### src/core/brc_pkg.sv
// Package: register map, codes, timing and carrier types for the brownout reset block
package brc_pkg;
  localparam logic [3:0] ADDR_THRESHOLD   = 4'h0;
  localparam logic [3:0] ADDR_CAUSE       = 4'h1;
  localparam logic [3:0] ADDR_WDOG_CTRL   = 4'h2;
  localparam logic [3:0] ADDR_GUARD       = 4'h3;
  localparam logic [3:0] ADDR_STATUS      = 4'h4;
  localparam logic [3:0] ADDR_IRQ_STATUS  = 4'h5;
  localparam logic [3:0] ADDR_IRQ_MASK    = 4'h6;

  localparam logic [7:0] THR_2V10         = 8'h55;
  localparam logic [7:0] THR_2V55         = 8'h33;
  localparam logic [7:0] THR_3V15         = 8'h99;
  localparam logic [7:0] THR_3V80         = 8'hAA;
  localparam logic [7:0] THR_RESET       = 8'h55;

  localparam logic [7:0] GUARD_CODE_A     = 8'h55;
  localparam logic [7:0] GUARD_CODE_B     = 8'hAA;
  localparam logic [7:0] GUARD_RESET      = 8'h55;

  localparam logic [4:0] WDOG_ENABLE      = 5'h0A;
  localparam logic [4:0] WDOG_DISABLE     = 5'h15;
  localparam logic [4:0] WDOG_RESET       = 5'h0A;

  localparam int CAUSE_WDOG_BIT           = 0;
  localparam int CAUSE_THR_BIT            = 1;
  localparam int CAUSE_BOR_BIT            = 2;
  localparam int CAUSE_GUARD_BIT          = 3;
  localparam int STAT_TIMEOUT_BIT         = 0;
  localparam int STAT_PWRDN_BIT           = 1;

  localparam int CLK_HZ                   = 40_000_000;
  localparam int QUALIFY_TIME_NS          = 1000;
  localparam int SOFT_DELAY_NS            = 500;
  localparam int QUALIFY_CYCLES           = (QUALIFY_TIME_NS * (CLK_HZ / 1_000_000) + 999) / 1000;
  localparam int SOFT_DELAY_CYCLES        = (SOFT_DELAY_NS * (CLK_HZ / 1_000_000) + 999) / 1000;
  localparam int PULSE_CYCLES             = 4;

  typedef struct packed {
    logic timeout_wdog;
    logic sleeping;
  } brc_wdog_evt_t;

  typedef struct packed {
    logic full_reset;
    logic core_reset;
  } brc_reset_out_t;
endpackage : brc_pkg

### src/core/brc_qualify.sv
// Holds a low-supply indication until it has lasted past the qualify count
module brc_qualify
  import brc_pkg::*;
(
  input  wire logic clk_i,
  input  wire logic rst_i,
  input  wire logic enable_i,
  input  wire logic low_i,
  output logic      qualified_o
);
  logic [7:0] count;

  always_ff @(posedge clk_i)
  begin
    if (rst_i || !enable_i || !low_i)
    begin
      count       <= 8'h00;
      qualified_o <= 1'b0;
    end
    else if (count < 8'(QUALIFY_CYCLES))
    begin
      count       <= count + 8'h01;
      qualified_o <= 1'b0;
    end
    else
    begin
      qualified_o <= 1'b1;
    end
  end

  a_short_low_ignored : assert property (@(posedge clk_i) disable iff (rst_i)
    $rose(qualified_o) |-> $past(low_i, 1) && $past(low_i, 2))
    else $error("brownout qualified without sustained low");
endmodule : brc_qualify

### src/core/brc_top.sv
// Brownout reset, register guards, reset cause flags and watchdog status flags
module brc_top
  import brc_pkg::*;
(
  input  wire logic        clk_i,
  input  wire logic        rst_i,
  input  wire logic        low_supply_i,
  input  wire logic        sleep_mode_i,
  input  wire logic        wdog_timeout_i,
  input  wire logic        cyc_i,
  input  wire logic        stb_i,
  input  wire logic        we_i,
  input  wire logic [3:0]  adr_i,
  input  wire logic [7:0]  dat_i,
  input  wire logic        sel_i,
  output logic [7:0]       dat_o,
  output logic             ack_o,
  output logic             system_reset_o,
  output logic             pc_sp_clear_o,
  output logic             wdog_enable_o,
  output logic [7:0]       threshold_o,
  output logic             irq_o
);
  // Counted from the first pending cycle, the fire cycle lies one short of the full delay
  localparam int SOFT_GAP = SOFT_DELAY_CYCLES - 1;

  logic [2:0]     low_sync;
  logic           low_level;
  logic           brownout_hit;
  logic [7:0]     threshold;
  logic [7:0]     guard;
  logic [4:0]     wdog_code;
  logic [3:0]     cause;
  logic [1:0]     status;
  logic [3:0]     irq_status;
  logic [3:0]     irq_mask;
  logic [7:0]     soft_count;
  logic           soft_pending;
  logic [2:0]     pulse_count;
  brc_reset_out_t rst_req;
  brc_wdog_evt_t  wevt;
  logic           wr;
  logic           rd_cycle;
  logic           thr_bad;
  logic           guard_bad;
  logic           wdog_bad;
  logic           soft_fire;
  logic           soft_reset_src;

  function automatic logic thr_valid(input logic [7:0] v);
    thr_valid = (v == THR_2V10) || (v == THR_2V55) || (v == THR_3V15) || (v == THR_3V80);
  endfunction : thr_valid

  assign wr        = cyc_i && stb_i && we_i && sel_i && !ack_o;
  assign rd_cycle  = cyc_i && stb_i && !ack_o;
  assign thr_bad   = !thr_valid(threshold);
  assign guard_bad = (guard != GUARD_CODE_A) && (guard != GUARD_CODE_B);
  assign wdog_bad  = (wdog_code != WDOG_ENABLE) && (wdog_code != WDOG_DISABLE);
  assign wevt.timeout_wdog = wdog_timeout_i;
  assign wevt.sleeping     = sleep_mode_i;
  assign soft_fire = soft_pending && (soft_count == 8'(SOFT_DELAY_CYCLES - 1));

  // Three-stage sampler; a change counts once stages two and three agree
  always_ff @(posedge clk_i)
  begin
    if (rst_i)
    begin
      low_sync  <= 3'h0;
      low_level <= 1'b0;
    end
    else
    begin
      low_sync <= {low_sync[1:0], low_supply_i};
      if (low_sync[1] == low_sync[2])
      begin
        low_level <= low_sync[2];
      end
    end
  end

  brc_qualify u_qualify (
    .clk_i       (clk_i),
    .rst_i       (rst_i || system_reset_o),
    .enable_i    (!sleep_mode_i),
    .low_i       (low_level),
    .qualified_o (brownout_hit)
  );

  // Soft reset delay: latched at detection so the register restore cannot cancel it
  always_ff @(posedge clk_i)
  begin
    if (rst_i || system_reset_o)
    begin
      soft_pending   <= 1'b0;
      soft_count     <= 8'h00;
      soft_reset_src <= 1'b0;
    end
    else if (!soft_pending)
    begin
      if (thr_bad || guard_bad || wdog_bad)
      begin
        soft_pending   <= 1'b1;
        soft_reset_src <= thr_bad;
      end
    end
    else if (!soft_fire)
    begin
      soft_count <= soft_count + 8'h01;
    end
  end

  // Request decode: full resets stretch the reset output, sleep time-out only clears PC and SP
  always_comb
  begin
    rst_req.full_reset = brownout_hit || soft_fire || (wevt.timeout_wdog && !wevt.sleeping);
    rst_req.core_reset = wevt.timeout_wdog && wevt.sleeping;
  end

  always_ff @(posedge clk_i)
  begin
    if (rst_i)
    begin
      system_reset_o <= 1'b1;
      pulse_count    <= 3'(PULSE_CYCLES - 1);
      pc_sp_clear_o  <= 1'b1;
    end
    else
    begin
      pc_sp_clear_o <= rst_req.core_reset || rst_req.full_reset;
      if (rst_req.full_reset)
      begin
        system_reset_o <= 1'b1;
        pulse_count    <= 3'(PULSE_CYCLES - 1);
      end
      else if (pulse_count != 3'h0)
      begin
        pulse_count <= pulse_count - 3'h1;
      end
      else
      begin
        system_reset_o <= 1'b0;
      end
    end
  end

  // Threshold: kept across brownout, restored only by power-on or its own bad value
  always_ff @(posedge clk_i)
  begin
    if (rst_i)
    begin
      threshold <= THR_RESET;
    end
    else if (soft_fire && soft_reset_src)
    begin
      threshold <= THR_RESET;
    end
    else if (wr && adr_i == ADDR_THRESHOLD)
    begin
      threshold <= dat_i;
    end
  end

  always_ff @(posedge clk_i)
  begin
    if (rst_i || (soft_fire && !brownout_hit))
    begin
      guard     <= GUARD_RESET;
      wdog_code <= WDOG_RESET;
    end
    else if (wr && adr_i == ADDR_GUARD)
    begin
      guard <= dat_i;
    end
    else if (wr && adr_i == ADDR_WDOG_CTRL)
    begin
      wdog_code <= dat_i[4:0];
    end
  end

  // Cause flags: set wins over a software clear in the same cycle
  always_ff @(posedge clk_i)
  begin
    if (rst_i)
    begin
      cause <= 4'h0;
    end
    else
    begin
      for (int i = 0; i < 4; i++)
      begin
        if (wr && adr_i == ADDR_CAUSE && !dat_i[i])
        begin
          cause[i] <= 1'b0;
        end
      end
      if (brownout_hit)
      begin
        cause[CAUSE_BOR_BIT] <= 1'b1;
      end
      if (soft_pending && !soft_fire && thr_bad)
      begin
        cause[CAUSE_THR_BIT] <= 1'b1;
      end
      if (soft_pending && guard_bad)
      begin
        cause[CAUSE_GUARD_BIT] <= 1'b1;
      end
      if (soft_pending && wdog_bad)
      begin
        cause[CAUSE_WDOG_BIT] <= 1'b1;
      end
    end
  end

  always_ff @(posedge clk_i)
  begin
    if (rst_i)
    begin
      status <= 2'h0;
    end
    else if (wevt.timeout_wdog)
    begin
      status[STAT_TIMEOUT_BIT] <= 1'b1;
      if (wevt.sleeping)
      begin
        status[STAT_PWRDN_BIT] <= 1'b1;
      end
    end
  end

  // Interrupt status mirrors cause events; write one clears, set wins
  always_ff @(posedge clk_i)
  begin
    if (rst_i)
    begin
      irq_status <= 4'h0;
      irq_mask   <= 4'h0;
    end
    else
    begin
      irq_status <= (irq_status & ~((wr && adr_i == ADDR_IRQ_STATUS) ? dat_i[3:0] : 4'h0))
                  | {soft_pending && guard_bad, brownout_hit,
                     soft_pending && thr_bad, soft_pending && wdog_bad};
      if (wr && adr_i == ADDR_IRQ_MASK)
      begin
        irq_mask <= dat_i[3:0];
      end
    end
  end

  assign irq_o         = |(irq_status & irq_mask);
  assign wdog_enable_o = (wdog_code == WDOG_ENABLE);
  assign threshold_o   = threshold;

  // Bus slave: one-cycle ack, unmapped reads return zero
  always_ff @(posedge clk_i)
  begin
    if (rst_i)
    begin
      ack_o <= 1'b0;
      dat_o <= 8'h00;
    end
    else
    begin
      ack_o <= rd_cycle;
      dat_o <= 8'h00;
      if (rd_cycle)
      begin
        unique case (adr_i)
          ADDR_THRESHOLD:  dat_o <= threshold;
          ADDR_CAUSE:      dat_o <= {4'h0, cause};
          ADDR_WDOG_CTRL:  dat_o <= {3'h0, wdog_code};
          ADDR_GUARD:      dat_o <= guard;
          ADDR_STATUS:     dat_o <= {6'h00, status};
          ADDR_IRQ_STATUS: dat_o <= {4'h0, irq_status};
          ADDR_IRQ_MASK:   dat_o <= {4'h0, irq_mask};
          default:         dat_o <= 8'h00;
        endcase
      end
    end
  end

  a_brownout_flag : assert property (@(posedge clk_i) disable iff (rst_i)
    brownout_hit |=> cause[CAUSE_BOR_BIT])
    else $error("brownout flag not set");
  a_sleep_no_bor : assert property (@(posedge clk_i) disable iff (rst_i)
    sleep_mode_i |=> !brownout_hit)
    else $error("brownout qualified in sleep");
  a_thr_restore : assert property (@(posedge clk_i) disable iff (rst_i)
    (soft_fire && soft_reset_src) |=> threshold == THR_RESET && system_reset_o)
    else $error("threshold not restored");
  a_thr_flag : assert property (@(posedge clk_i) disable iff (rst_i || system_reset_o)
    (soft_pending && thr_bad && !soft_fire) |=> cause[CAUSE_THR_BIT])
    else $error("threshold flag not set");
  a_thr_kept : assert property (@(posedge clk_i) disable iff (rst_i)
    (brownout_hit && !soft_fire && !wr) |=> $stable(threshold))
    else $error("threshold changed by brownout");
  a_upper_zero : assert property (@(posedge clk_i) disable iff (rst_i)
    (ack_o && $past(adr_i) == ADDR_CAUSE) |-> dat_o[7:4] == 4'h0)
    else $error("cause upper bits not zero");
  a_wdog_normal : assert property (@(posedge clk_i) disable iff (rst_i)
    (wdog_timeout_i && !sleep_mode_i) |=> system_reset_o && status[STAT_TIMEOUT_BIT])
    else $error("normal timeout not handled");
  a_wdog_sleep : assert property (@(posedge clk_i) disable iff (rst_i)
    (wdog_timeout_i && sleep_mode_i && !brownout_hit && !soft_fire && !system_reset_o)
      |=> pc_sp_clear_o && status == 2'h3 && !system_reset_o)
    else $error("sleep timeout not handled");
  a_soft_delay : assert property (@(posedge clk_i) disable iff (rst_i || system_reset_o)
    $rose(soft_pending) |-> !soft_fire [*1] ##SOFT_GAP soft_fire)
    else $error("soft reset delay wrong");
  a_por_outputs : assert property (@(posedge clk_i)
    rst_i |=> system_reset_o && pc_sp_clear_o && threshold == THR_RESET && !ack_o && !irq_o)
    else $error("power-on state wrong");
  a_wdog_flag : assert property (@(posedge clk_i) disable iff (rst_i)
    (soft_pending && wdog_bad) |=> cause[CAUSE_WDOG_BIT])
    else $error("watchdog code flag not set");
  a_guard_flag : assert property (@(posedge clk_i) disable iff (rst_i)
    (soft_pending && guard_bad) |=> cause[CAUSE_GUARD_BIT])
    else $error("guard flag not set");
  a_status_kept : assert property (@(posedge clk_i) disable iff (rst_i)
    (brownout_hit && !wdog_timeout_i) |=> $stable(status))
    else $error("status changed by brownout");
  a_flag_sticky : assert property (@(posedge clk_i) disable iff (rst_i)
    (cause[CAUSE_BOR_BIT] && !(wr && adr_i == ADDR_CAUSE)) |=> cause[CAUSE_BOR_BIT])
    else $error("brownout flag lost");
endmodule : brc_top

### config.mk
export PLATFORM = sky130hd
export DESIGN_NAME = brc_top
export DESIGN_NICKNAME = d
export VERILOG_FILES = /design/src/core/brc_pkg.sv /design/src/core/brc_qualify.sv /design/src/core/brc_top.sv
export SDC_FILE = /design/constraint.sdc
export NUM_CORES = 1
export LEC_CHECK = 0
export BUFFER_PORTS_ARGS = -buffer_cell sky130_fd_sc_hd__buf_2
export CAP_MARGIN = 20
export CORE_ASPECT_RATIO = 1.1
export CORE_UTILIZATION = 45
export DETAILED_ROUTE_END_ITERATION = 10
export GPL_ROUTABILITY_DRIVEN = 0
export SLEW_MARGIN = 20
export SYNTH_ARGS = -nofsm -noshare
export SYNTH_HDL_FRONTEND = slang
export SYNTH_SLANG_ARGS = --single-unit
### constraint.sdc
create_clock -name clk_i -period 2.25 [get_ports clk_i]
set_clock_uncertainty 0.1 [all_clocks]
set_input_delay 0.225 -clock clk_i [delete_from_list [all_inputs] [get_ports clk_i]]
set_output_delay 0.225 -clock clk_i [all_outputs]
set_load 0.01 [all_outputs]
[Word-level counts from Yosys, hierarchy flattened]
Index checks and enable logic that the tools add are counted.
Storage, ports and cells
  flip-flop bits (word level): 72
  input port bits: 21
  output and inout port bits: 21
  logic and storage cells: 128
Cells by class
  $add $sub $neg: 3
  $lt $le $gt $ge: 1
  equality and inequality tests: 17
  muxes and demuxes: 13
  bitwise gates (word level): 8
  reductions and logical operators: 63
Operators by type and width (number)
  case mux 8 bit (7 select lines): 1
  logical AND 1 bit: 27
  adder 8 x 1 -> 8 bit, second input constant: 2
  == test 8 bit, second input constant: 2
  == test 4 x 3 -> 1 bit, second input constant: 3
  logical OR 1 bit: 12
  two-way mux 1 bit: 11
  logical NOT 1 bit: 10
  bitwise AND 4 bit: 2
  == test 4 x 2 -> 1 bit, second input constant: 2
  == test 8 x 5 -> 1 bit, second input constant: 1
  == test 8 x 6 -> 1 bit, second input constant: 1
  == test 8 x 7 -> 1 bit, second input constant: 1
  less-than comparator 8 x 6 -> 1 bit, second input constant: 1
  != test 8 x 7 -> 1 bit, second input constant: 1
  != test 8 bit, second input constant: 1
  AND reduction 2 bit: 4
  nonzero test 2 bit: 4
  OR reduction 2 bit: 3
  == test 5 x 4 -> 1 bit, second input constant: 1
  != test 5 x 4 -> 1 bit, second input constant: 1
  != test 5 bit, second input constant: 1
  == test 4 x 1 -> 1 bit, second input constant: 1
  logical NOT 4 bit: 1
  8 further kinds: 11

[Logic depth before layout (Yosys ltp)]
Gate-level depths: netlist of the first run.
  depth after elaboration: 9
  gate-level depth with buffers: 6
  depth with buffers taken out: 6

[By module]
Synthesis of the first run repeated with hierarchy kept, for this count alone.
Unflattened totals
  cell total of the unflattened synthesis: 343
  area total of the unflattened synthesis: 3139.3 um2
By module, submodules not included
  brc_top: instances 1, cells each 300, area an instance 2762.6 um2, seq. area each 1261.2 um2
  brc_qualify: instances 1, cells each 43, area an instance 376.6 um2, seq. area each 180.2 um2

[Worst setup path before layout of the first run]
Ideal clock, no wire load.
  path type: flip-flop to flip-flop
  start: register ack_o
  end: register threshold[0] (netlist: threshold_o[0])
  setup time: 0.126 ns
  arrival time: 1.627 ns
  path slack: 0.397 ns
  cell stages (with the launch flop): 6
  path buffers: 0
  path through: dfxtp_1 nand3b_4 or4_4 nor3_4 mux2i_1 nand2_1
Between the ends
  word-level cells in the longest chain between the ends: 3
Ends and longest elaborated chain
  from (decl): line brc_top.sv:17  | output logic ack_o,
  from (signal assigned): line brc_top.sv:265  | ack_o <= rd_cycle;
  logical NOT 1 bit: line brc_top.sv:54  | assign wr = cyc_i && stb_i && we_i && sel_i && !ack_o;
  logical AND 1 bit: line brc_top.sv:54
  logical AND 1 bit: line brc_top.sv:157  | else if (wr && adr_i == ADDR_THRESHOLD)
  to (signal assigned): line brc_top.sv:159  | threshold <= dat_i;
  to (decl): line brc_top.sv:30  | logic [7:0] threshold;
Every way passes these cells.
A chain may end at the register's enable or synchronous reset.

[Final worst setup path of the first run]
  start: register threshold[5] (netlist: threshold_o[5])
  end: register soft_pending
Between the ends
  word-level cells in the longest chain between the ends: 9
Ends and longest elaborated chain
  == test 8 x 7 -> 1 bit or == test 8 x 6 -> 1 bit (tied branches): line brc_top.sv:51  | thr_valid = (v == THR_2V10) || (v == THR_2V55) || (v == THR_3V15) || (v == THR_3V80);
  logical OR 1 bit (2 in a row): line brc_top.sv:51
  logical OR 1 bit *: line brc_top.sv:51
  logical NOT 1 bit *: line brc_top.sv:56  | assign thr_bad = !thr_valid(threshold);
  logical OR 1 bit * (2 in a row): line brc_top.sv:100  | if (thr_bad || guard_bad || wdog_bad)
  two-way mux 1 bit *: line brc_top.sv:100
  two-way mux 1 bit *: line brc_top.sv:98  | else if (!soft_pending)
  to (signal assigned): line brc_top.sv:94  | soft_pending <= 1'b0;
  to (signal assigned): line brc_top.sv:102  | soft_pending <= 1'b1;
  to (decl): line brc_top.sv:38  | logic soft_pending;
Mark *: on every way between the ends. The rest lies on a longest branch, timed or not.

==> qor.txt, run 1 <==
CTS Buffer Depth: 2
Async SR Flop Fraction: 0%
Most common cell in the netlist: dfxtp_1
DRC: 0
Leakage: 1.409 nW
Vias: 2,558
Port bufs: 41
Beginning of the worst hold path: sleep_mode_i
Number of library cell types mapped by synthesis: 48
CP max FO: 6
Layout cells sized above 1: 19.59%
Peak supply drop: 372.6 uV
Synth Register Bits: 72
Worst setup path start: threshold_o[5]$_SDFFE_PP0P_
Setup CP Type: register to register
Ys Warns: 0
HP Class: input pin to register
Initial antenna violation count: 0
Max Cap Viol: 0
Hold slack: 0.01362 ns
Worst-Skew Late Latency: 0.35 ns
Die area: 7201 um^2
Post-detail-place hpwl: 5155 um
Slowest stage delay, CP: 0.42 ns
R2R Path Start: threshold_o[5]$_SDFFE_PP0P_
Wire length per cell: 15.08 um
Largest net degree at the start of global routing: 29
Post-synth EDFFs: 0
Yosys top cell area share: 46.66%
Drt total wl: 7161 um
Slowest CP cell: dfxtp_1
Io pins: 42
First-pass GRT wire length: 11,600 um
Number of global-route vias before repair: 2,441
Relative slew margins: 50.08%
Core area: 6594 um^2
Max H-tree Level: 3
Area contributors post-synth: dfxtp_1 (47%), mux2i_1 (9.7%), nor2_1 (6.7%)
RSZ-0062 raised after global routing: false
Worst path cell trace: nor4bb_1 -> a31oi_1 -> or4_1 -> o21ai_0 -> a41oi_1
Top cell type by total area after synthesis: dfxtp_1
Worst Setup End Kind: register
Sequential area share after synthesis: 46.66%
Setup total negative slack: 0 ns
Fin. Hold Viols: 0
Horiz. Die Dim: 81 um
Total CTS buffers: 9
Min Tclk post-route: 1.978 ns
Fin. max-slew vios: 0
Via-to-Cell Ratio: 5.385
Critical path required time: 2.33 ns
Syn Nets: 365
Synth cell count leaders: dfxtp_1 (72), nor2_1 (55), nand2_1 (39), mux2i_1 (30), a21oi_1 (16)
Least-Margin Pin Slew: 0.7410 ns
Worst setup SP type: register
CTS-repair resized insts: 0
Area growth syn-to-layout: 17.05%
First-pass DRT Iterations: 4
Final setup fails: 0
CTS root buf: clkbuf_8
Status: completed
Syn Area/Cell: 9.086 um^2
DRT iter0 DRCs: 122
PwrDens: 684.7 nW/um^2
CP arrival: 2.06 ns
Main synth FF type: dfxtp_1
Chip height: 88.90 um
Final period util: 87.92%
FP Rows: 31
GRT Util Overall: 21.83%
Syn Inst Count: 340
# diodes: 0
Final net count: 413
Antenna viol nets, final: 0
Starting density of the core: 46.85%
FILL cells: 629
Clock transition at path regs: 0.08 ns
Post-Syn Area: 3089 um^2
Gr ovfl total: 0
Clock Sinks: 72
TritonCTS clock tree: done
F_max: 505.5 MHz
-- metal layers --
metal  vias up  track usage (%)  wire (um)  share of wire, %
met5         -                0          0                 0
met4         0            12.66        229               3.2
met3        18            4.592        259               3.6
met2        54            36.82       3453                48
met1      1203            25.64       3218                45
li1       1283                -          -                 -
-- power breakdown --
group | internal (mW) | switching, mW
combinational | 0.0529 | 0.0815
sequential | 1.29 | 0.00697
clock | 0.544 | 0.505
total | 1.88 | 0.593
-- worst paths after layout --
path / endpoint / slack (ns) / cells past startpoint
setup / recovery: soft_pending$_SDFF_PP0_ / 0.27 / 5
hold / removal: pc_sp_clear_o$_SDFF_PP1_ / 0.01 / 3
setup reg to reg: soft_pending$_SDFF_PP0_ / 0.27 / 5
hold reg to reg: u_qualify.count[6]$_SDFFE_PP0N_ / 0.33 / 2
-- stage by stage --
step / setup WS (ns) / utilization (%) / std cells / total power [mW] / instance area (um^2)
6_report: 0.2719 / 54.84 / 475 / 2.476 / 3616
5_1_grt: 0.1106 / 54.84 / 475 / 2.563 / 3616
4_1_cts: 0.2666 / 54.84 / 475 / 2.504 / 3616
3_5_place_dp: 0.2883 / 51.44 / 457 / 1.455 / 3392
3_3_place_gp: 0.3340 / 51.44 / 457 / 1.453 / 3392
2_1_floorplan: 0.3968 / - / 340 / 1.401 / 3089
-- sequential cells by signal, summed over array words and instances, names as in the netlist, 3 cells and up --
register and count:
cause 4, low_sync 3, irq_mask 4, soft_count 8
u_qualify.count 8, threshold_o 8, pulse_count 3, guard 8
wdog_code 5, dat_o 8, irq_status 4
-- layout by cell type (no fill, tap or decap), types with 3 or more instances in the layout --
| master | count |
|---|---|
| ha_1 | 4 |
| buf_4 | 5 |
| a22oi_1 | 10 |
| and3_1 | 3 |
| a21oi_1 | 16 |
| or2_2 | 3 |
| nand2_1 | 39 |
| clkinvlp_4 | 3 |
| nor2_1 | 55 |
| inv_1 | 7 |
| nor2b_1 | 6 |
| a31oi_1 | 4 |
| nand3_1 | 8 |
| or3_1 | 3 |
| dfxtp_1 | 72 |
| nand2b_1 | 5 |
| clkbuf_8 | 10 |
| nor4bb_1 | 5 |
| nand3b_1 | 3 |
| xnor2_1 | 3 |
| xor2_1 | 7 |
| nand4_1 | 4 |
| o21ai_0 | 11 |
| buf_2 | 41 |
| mux2i_1 | 30 |
| mux2_2 | 6 |
-- layout make-up --
class | instances | area (um^2) | area share [%]
tap | 82 | 102.6 | 2.837
multi-input combinational | 250 | 1579 | 43.67
clock inverter | 6 | 66.31 | 1.834
inverter | 7 | 26.28 | 0.7266
timing repair buffer | 48 | 262.8 | 7.266
clock buffer | 10 | 137.6 | 3.806
sequential | 72 | 1441 | 39.86
-- critical path, delay by kind of cell (launching register included) --
family / cells / cell delay, ns
AND/OR/NAND/NOR: 2 / 0.70
flip-flops: 1 / 0.42
AO/OA/AOI/OAI: 3 / 0.60
-- cells by family after synthesis --
kind of cell,count (synthesis),share of synthesized area [%]
buffers and inverters,18,2.228
xor gates and xnor gates,10,2.835
adders and majority gates,4,1.620
AOI/OAI and AO/OA,53,11.02
muxes,36,11.91
DFF,72,46.66
and+or+nand+nor,147,23.74
-- repair_timing --
| item | 4_1_cts | 5_1_grt |
|---|---|---|
| buffers inserted | 0 | 0 |
| hold buffers | 2 | 0 |
| endpoints found under the setup margin | 0 | 0 |
| hold endpoints to repair | 2 | 0 |
Note: power is estimated with default switching activity, not from simulation.
==> run 2: changes to the inputs <==
PLACE_DENSITY = 0.67   (was default)
clock period = 1.7 ns   (was 2.25 ns; I/O delays follow)
==> run 2 against run 1 <==
Net effect: the flow now finishes with violations (setup timing); critical path depth increased by 1; power increased by 30%; sequential share of layout area decreased by 4.0 points; worst hold slack improved by 0.058 ns; design area increased by 12%; die area unchanged.
==> qor.txt, run 2 (synthesis gave the netlist of run 1 again) <==
Setup CP Type: register to register
RSZ-0062 raised after global routing: true
Vias: 2,696
Fin. max-slew vios: 0
Io pins: 42
Slowest stage delay, CP: 0.52 ns
Top delay family on crit path: simple AND/OR/NAND/NOR gates
DRT iter0 DRCs: 163
Post-detail-place hpwl: 5336 um
Final net count: 449
Final setup fails: 19
Peak supply drop: 626.0 uV
CP max FO: 8
Slowest CP cell: or4_4
Die area: 7201 um^2
Total Power: 3.210 mW
Leakage: 1.622 nW
Setup total negative slack: -0.9871 ns
Chip height: 88.90 um
Core area: 6594 um^2
Status: complete, but fails checks
Buf/Inv on CP: 1
Area of the multi-input gates: 1693 um^2
Least-Margin Pin Slew: 0.4142 ns
DRC: 0
Failing checks: setup timing
Drt total wl: 7455 um
Most common cell after layout, fill and taps aside: dfxtp_1
Critical path required time: 1.84 ns
Max H-tree Level: 3
F_max: 559.2 MHz
Starting density of the core: 46.85%
CP arrival: 1.93 ns
Horiz. Die Dim: 81 um
GRT Util Overall: 21.91%
CTS Buffer Depth: 2
Worst-Skew Late Latency: 0.35 ns
CTS root buf: clkbuf_8
Antenna viol nets, final: 0
HP Class: input pin to register
Area growth syn-to-layout: 30.82%
Initial antenna violation count: 0
Final worst slack: -0.08816 ns
Dpl cell area: 3636 um^2
Design area: 4041 um^2
Fin. Hold Viols: 0
FP Rows: 31
Largest net degree at the start of global routing: 17
Final period util: 105.2%
TritonCTS clock tree: done
Worst Setup End Kind: register
Most frequent cells in the layout: dfxtp_1 (67), nor2_1 (52), buf_2 (41), nand2_1 (39), buf_4 (30)
Min Tclk post-route: 1.788 ns
Clock Sinks: 72
Worst path cell trace: nand3b_4 -> or4_4 -> nor3_4 -> buf_12 -> mux2i_1 -> nand2_1
Max Cap Viol: 0
First-pass DRT Iterations: 4
First-pass GRT wire length: 11,670 um
Port bufs: 41
Gr ovfl total: 0
Clock transition at path regs: 0.08 ns
Relative slew margins: 72.29%
Via-to-Cell Ratio: 5.276
Total CTS buffers: 9
Wire length per cell: 14.59 um
Reg area: 1448 um^2
PwrDens: 794.3 nW/um^2
FILL cells: 577
Layout cells sized above 1: 29.84%
Number of global-route vias before repair: 2,492
# diodes: 0
Worst setup SP type: register
[run 2: cell type report]
| class | instances | share of cell area (%) |
|---|---|---|
| inverters | 7 | 0.6502 |
| well taps | 82 | 2.539 |
| clock inverters | 6 | 1.238 |
| clock buffers | 10 | 3.406 |
| multi-input cells | 250 | 41.89 |
| flip-flops and latches | 72 | 35.82 |
| repair buffers | 84 | 14.46 |
[run 2: tightest hold or removal path, delay by kind of cell]
kind	cells	cell delay, ns
buf+inv	1	0.18
mux	1	0.10
simple gates	1	0.06
[run 2: worst paths after layout]
check | startpoint | to | slack [ns] | cells past startpoint
min | dat_i[2] | threshold_o[2]$_SDFFE_PP1P_ | 0.07 | 3
min reg2reg | u_qualify.count[6]$_SDFFE_PP0N_ | u_qualify.count[6]$_SDFFE_PP0N_ | 0.34 | 2
max reg2reg | ack_o$_SDFF_PP0_ | threshold_o[6]$_SDFFE_PP1P_ | -0.09 | 6
max | ack_o$_SDFF_PP0_ | threshold_o[6]$_SDFFE_PP1P_ | -0.09 | 6
[run 2: report_power, final]
part           total (mW)  internal, mW  switching (mW)
registers            1.71          1.70         0.00867
clock network        1.29         0.587           0.699
logic               0.214        0.0964           0.117
[run 2: metal layers]
metal	share of wire [%]	wire length (um)	GRT usage, %
met4	1.6	119	10.39
met5	0	0	0
met1	45	3375	26.87
met2	48	3592	35.37
met3	4.9	368	6.327
[run 2: repair_timing]
item | in CTS | in global routing
cloned | 0 | 0
setup endpoints to repair | 32 | 36
resized for setup | 12 | 20
hold buffers | 8 | 0
pin swaps | 4 | 8
setup buffers | 2 | 1
endpoints found under the hold margin | 12 | 0
[run 2: metrics by stage]
stage / std cells / setup slack, ns / utilization (%) / hold slack (ns)
3_3_place_gp: 486 / -0.06438 / 55.14 / 0.2811
2_1_floorplan: 340 / -0.1428 / - / 0.1764
6_report: 511 / -0.08816 / 61.29 / 0.07197
3_5_place_dp: 486 / -0.1296 / 55.14 / 0.2836
4_1_cts: 512 / -0.09800 / 60.27 / 0.06064
5_1_grt: 511 / -0.1752 / 61.29 / 0.07744
==> run 3: changes to the inputs <==
CORE_ASPECT_RATIO = 2   (was 1.1)
==> run 3 against run 2 <==
Net effect: the flow still finishes with violations (setup timing); clock power up 57%; highest routed layer unchanged; worst setup slack gained 0.0047 ns; maximum frequency grew 0.26%; critical path depth did not move; global-route usage increased by 2.5 points; final cell count up 0.78%; critical path type unchanged.
==> qor.txt, run 3 (synthesis gave the netlist of run 1 again) <==
Internal power: 3.084 mW
CTS root buf: clkbuf_16
Total Power: 3.952 mW
Vias: 2,820
Comb power frac: 5.5%
Chip height: 119.2 um
Initial antenna violation count: 0
Reg2reg path depth: 6
Leakage: 1.680 nW
Least-Margin Pin Slew: 0.4871 ns
Largest net degree at the start of global routing: 20
First-pass GRT wire length: 12,920 um
Horiz. Die Dim: 60.59 um
Clock share of power: 51.2%
Die area: 7220 um^2
Worst Setup End Kind: register
Post-detail-place hpwl: 5969 um
Final worst slack: -0.08348 ns
Final setup fails: 14
Clock transition at path regs: 0.06 ns
Core area: 6621 um^2
Final period util: 104.9%
Min Tclk post-route: 1.783 ns
# diodes: 0
Most frequent cells in the layout: dfxtp_1 (68), nor2_1 (53), buf_2 (41), nand2_1 (39), buf_4 (33)
Sw frac: 21.95%
Hold Path Depth: 3
Layout cells sized above 1: 29.98%
CP arrival: 1.91 ns
FILL cells: 596
Via-to-Cell Ratio: 5.476
Worst-Skew Late Latency: 0.34 ns
First-pass DRT Iterations: 5
Slowest CP cell: or4_4
Pre-CTS setup slack: -0.08230 ns
Peak supply drop: 676.6 uV
Area growth syn-to-layout: 34.10%
Worst setup SP type: register
Io pins: 42
F_max: 560.7 MHz
Status: complete, but fails checks
FP Rows: 42
RSZ-0062 raised after global routing: true
Clock Sinks: 72
CTS Buffer Depth: 2
Number of global-route vias before repair: 2,770
Final net count: 447
GRT Util Overall: 24.44%
Setup CP Type: register to register
Port bufs: 41
Worst Hold End: pc_sp_clear_o$_SDFF_PP1_
DRT iter0 DRCs: 125
Relative slew margins: 67.41%
Worst path cell trace: nand3b_4 -> or4_4 -> nor3_4 -> buf_12 -> mux2i_1 -> nor2_1
Slowest stage delay, CP: 0.53 ns
Wire length per cell: 15.94 um
Total CTS buffers: 9
Fin. Hold Viols: 0
Failing checks: setup timing
Seq pwr share: 43.4%
Drt total wl: 8211 um
Flop-to-flop setup slack: -0.08 ns
Most common cell after layout, fill and taps aside: dfxtp_1
Fin cells: 515
PwrDens: 953.9 nW/um^2
CP max FO: 8
Max H-tree Level: 3
RR Endpoint: threshold_o[1]$_SDFFE_PP0P_
Hold slack: 0.009735 ns
Max Cap Viol: 0
Gr ovfl total: 0
R2R Path Start: ack_o$_SDFF_PP0_
Antenna viol nets, final: 0
Final Core Density: 62.57%
TritonCTS clock tree: done
Cells after DPL: 494
Critical path required time: 1.82 ns
Beginning of the worst hold path: wdog_timeout_i
Starting density of the core: 46.66%
DRC: 0
Fin. max-slew vios: 0
Sw Pwr: 867.5 uW
HP Class: input pin to register
## run 3: power by group through the flow
| stage | sequential (mW) | combinational, mW | clock (mW) |
|---|---|---|---|
| after detailed placement | 1.75 | 0.197 | 0 |
| after floorplan | 1.75 | 0.103 | 0 |
| after CTS | 1.71 | 0.210 | 2.05 |
| final | 1.71 | 0.216 | 2.02 |
| after global routing | 1.71 | 0.232 | 2.12 |
| after global placement | 1.75 | 0.193 | 0 |
## run 3: how the worst max path moves through the flow
| stage | endpoint | startpoint |
|---|---|---|
| floorplan | threshold_o[0]$_SDFFE_PP1P_ | ack_o$_SDFF_PP0_ |
| global placement | cause[1]$_SDFFE_PP0P_ | ack_o$_SDFF_PP0_ |
| detailed placement | cause[3]$_SDFFE_PP0P_ | ack_o$_SDFF_PP0_ |
| CTS | threshold_o[3]$_SDFFE_PP0P_ | ack_o$_SDFF_PP0_ |
| global route | threshold_o[2]$_SDFFE_PP1P_ | ack_o$_SDFF_PP0_ |
| finish | threshold_o[1]$_SDFFE_PP0P_ | ack_o$_SDFF_PP0_ |
## run 3: final cells by class
cell class                      instances  area [um^2]  area share (%)
Timing Repair Buffer                   82        555.5           13.41
Multi-Input combinational cell        250         1684           40.65
Clock buffer                            9        225.2           5.436
Sequential cell                        72         1446           34.91
Inverter                                7        26.28          0.6342
Tap cell                               88        110.1           2.658
Clock inverter                          7        95.09           2.295
## run 3: metal layers
| layer | vias to the layer above | wire length, um | global-route usage (%) |
|---|---|---|---|
| met5 | - | 0 | 0 |
| met4 | 0 | 443 | 16.05 |
| met3 | 35 | 251 | 3.909 |
| met2 | 88 | 4647 | 44.16 |
| met1 | 1342 | 2868 | 23.75 |
| li1 | 1355 | - | - |
## run 3: worst max-delay path: cells and delay by family (launching register included)
kind	cells	cell delay (ns)
buffers and inverters	1	0.16
AND/OR/NAND/NOR	4	0.91
flip-flops	1	0.31
multiplexers	1	0.19
## run 3: metrics by stage
step / setup TNS [ns] / cell area (um^2)
2_1_floorplan: -1.448 / 3090
3_3_place_gp: -0.6453 / 3659
4_1_cts: -0.7916 / 4074
6_report: -0.8145 / 4143
3_5_place_dp: -1.382 / 3659
5_1_grt: -1.754 / 4143
## run 3: timing repair
action / CTS / global route
pin swaps: 4 / 2
gates resized for setup: 16 / 14
setup endpoints to repair: 29 / 30
setup buffers: 1 / 0
hold buffers: 4 / 0
hold endpoints to repair: 5 / 0
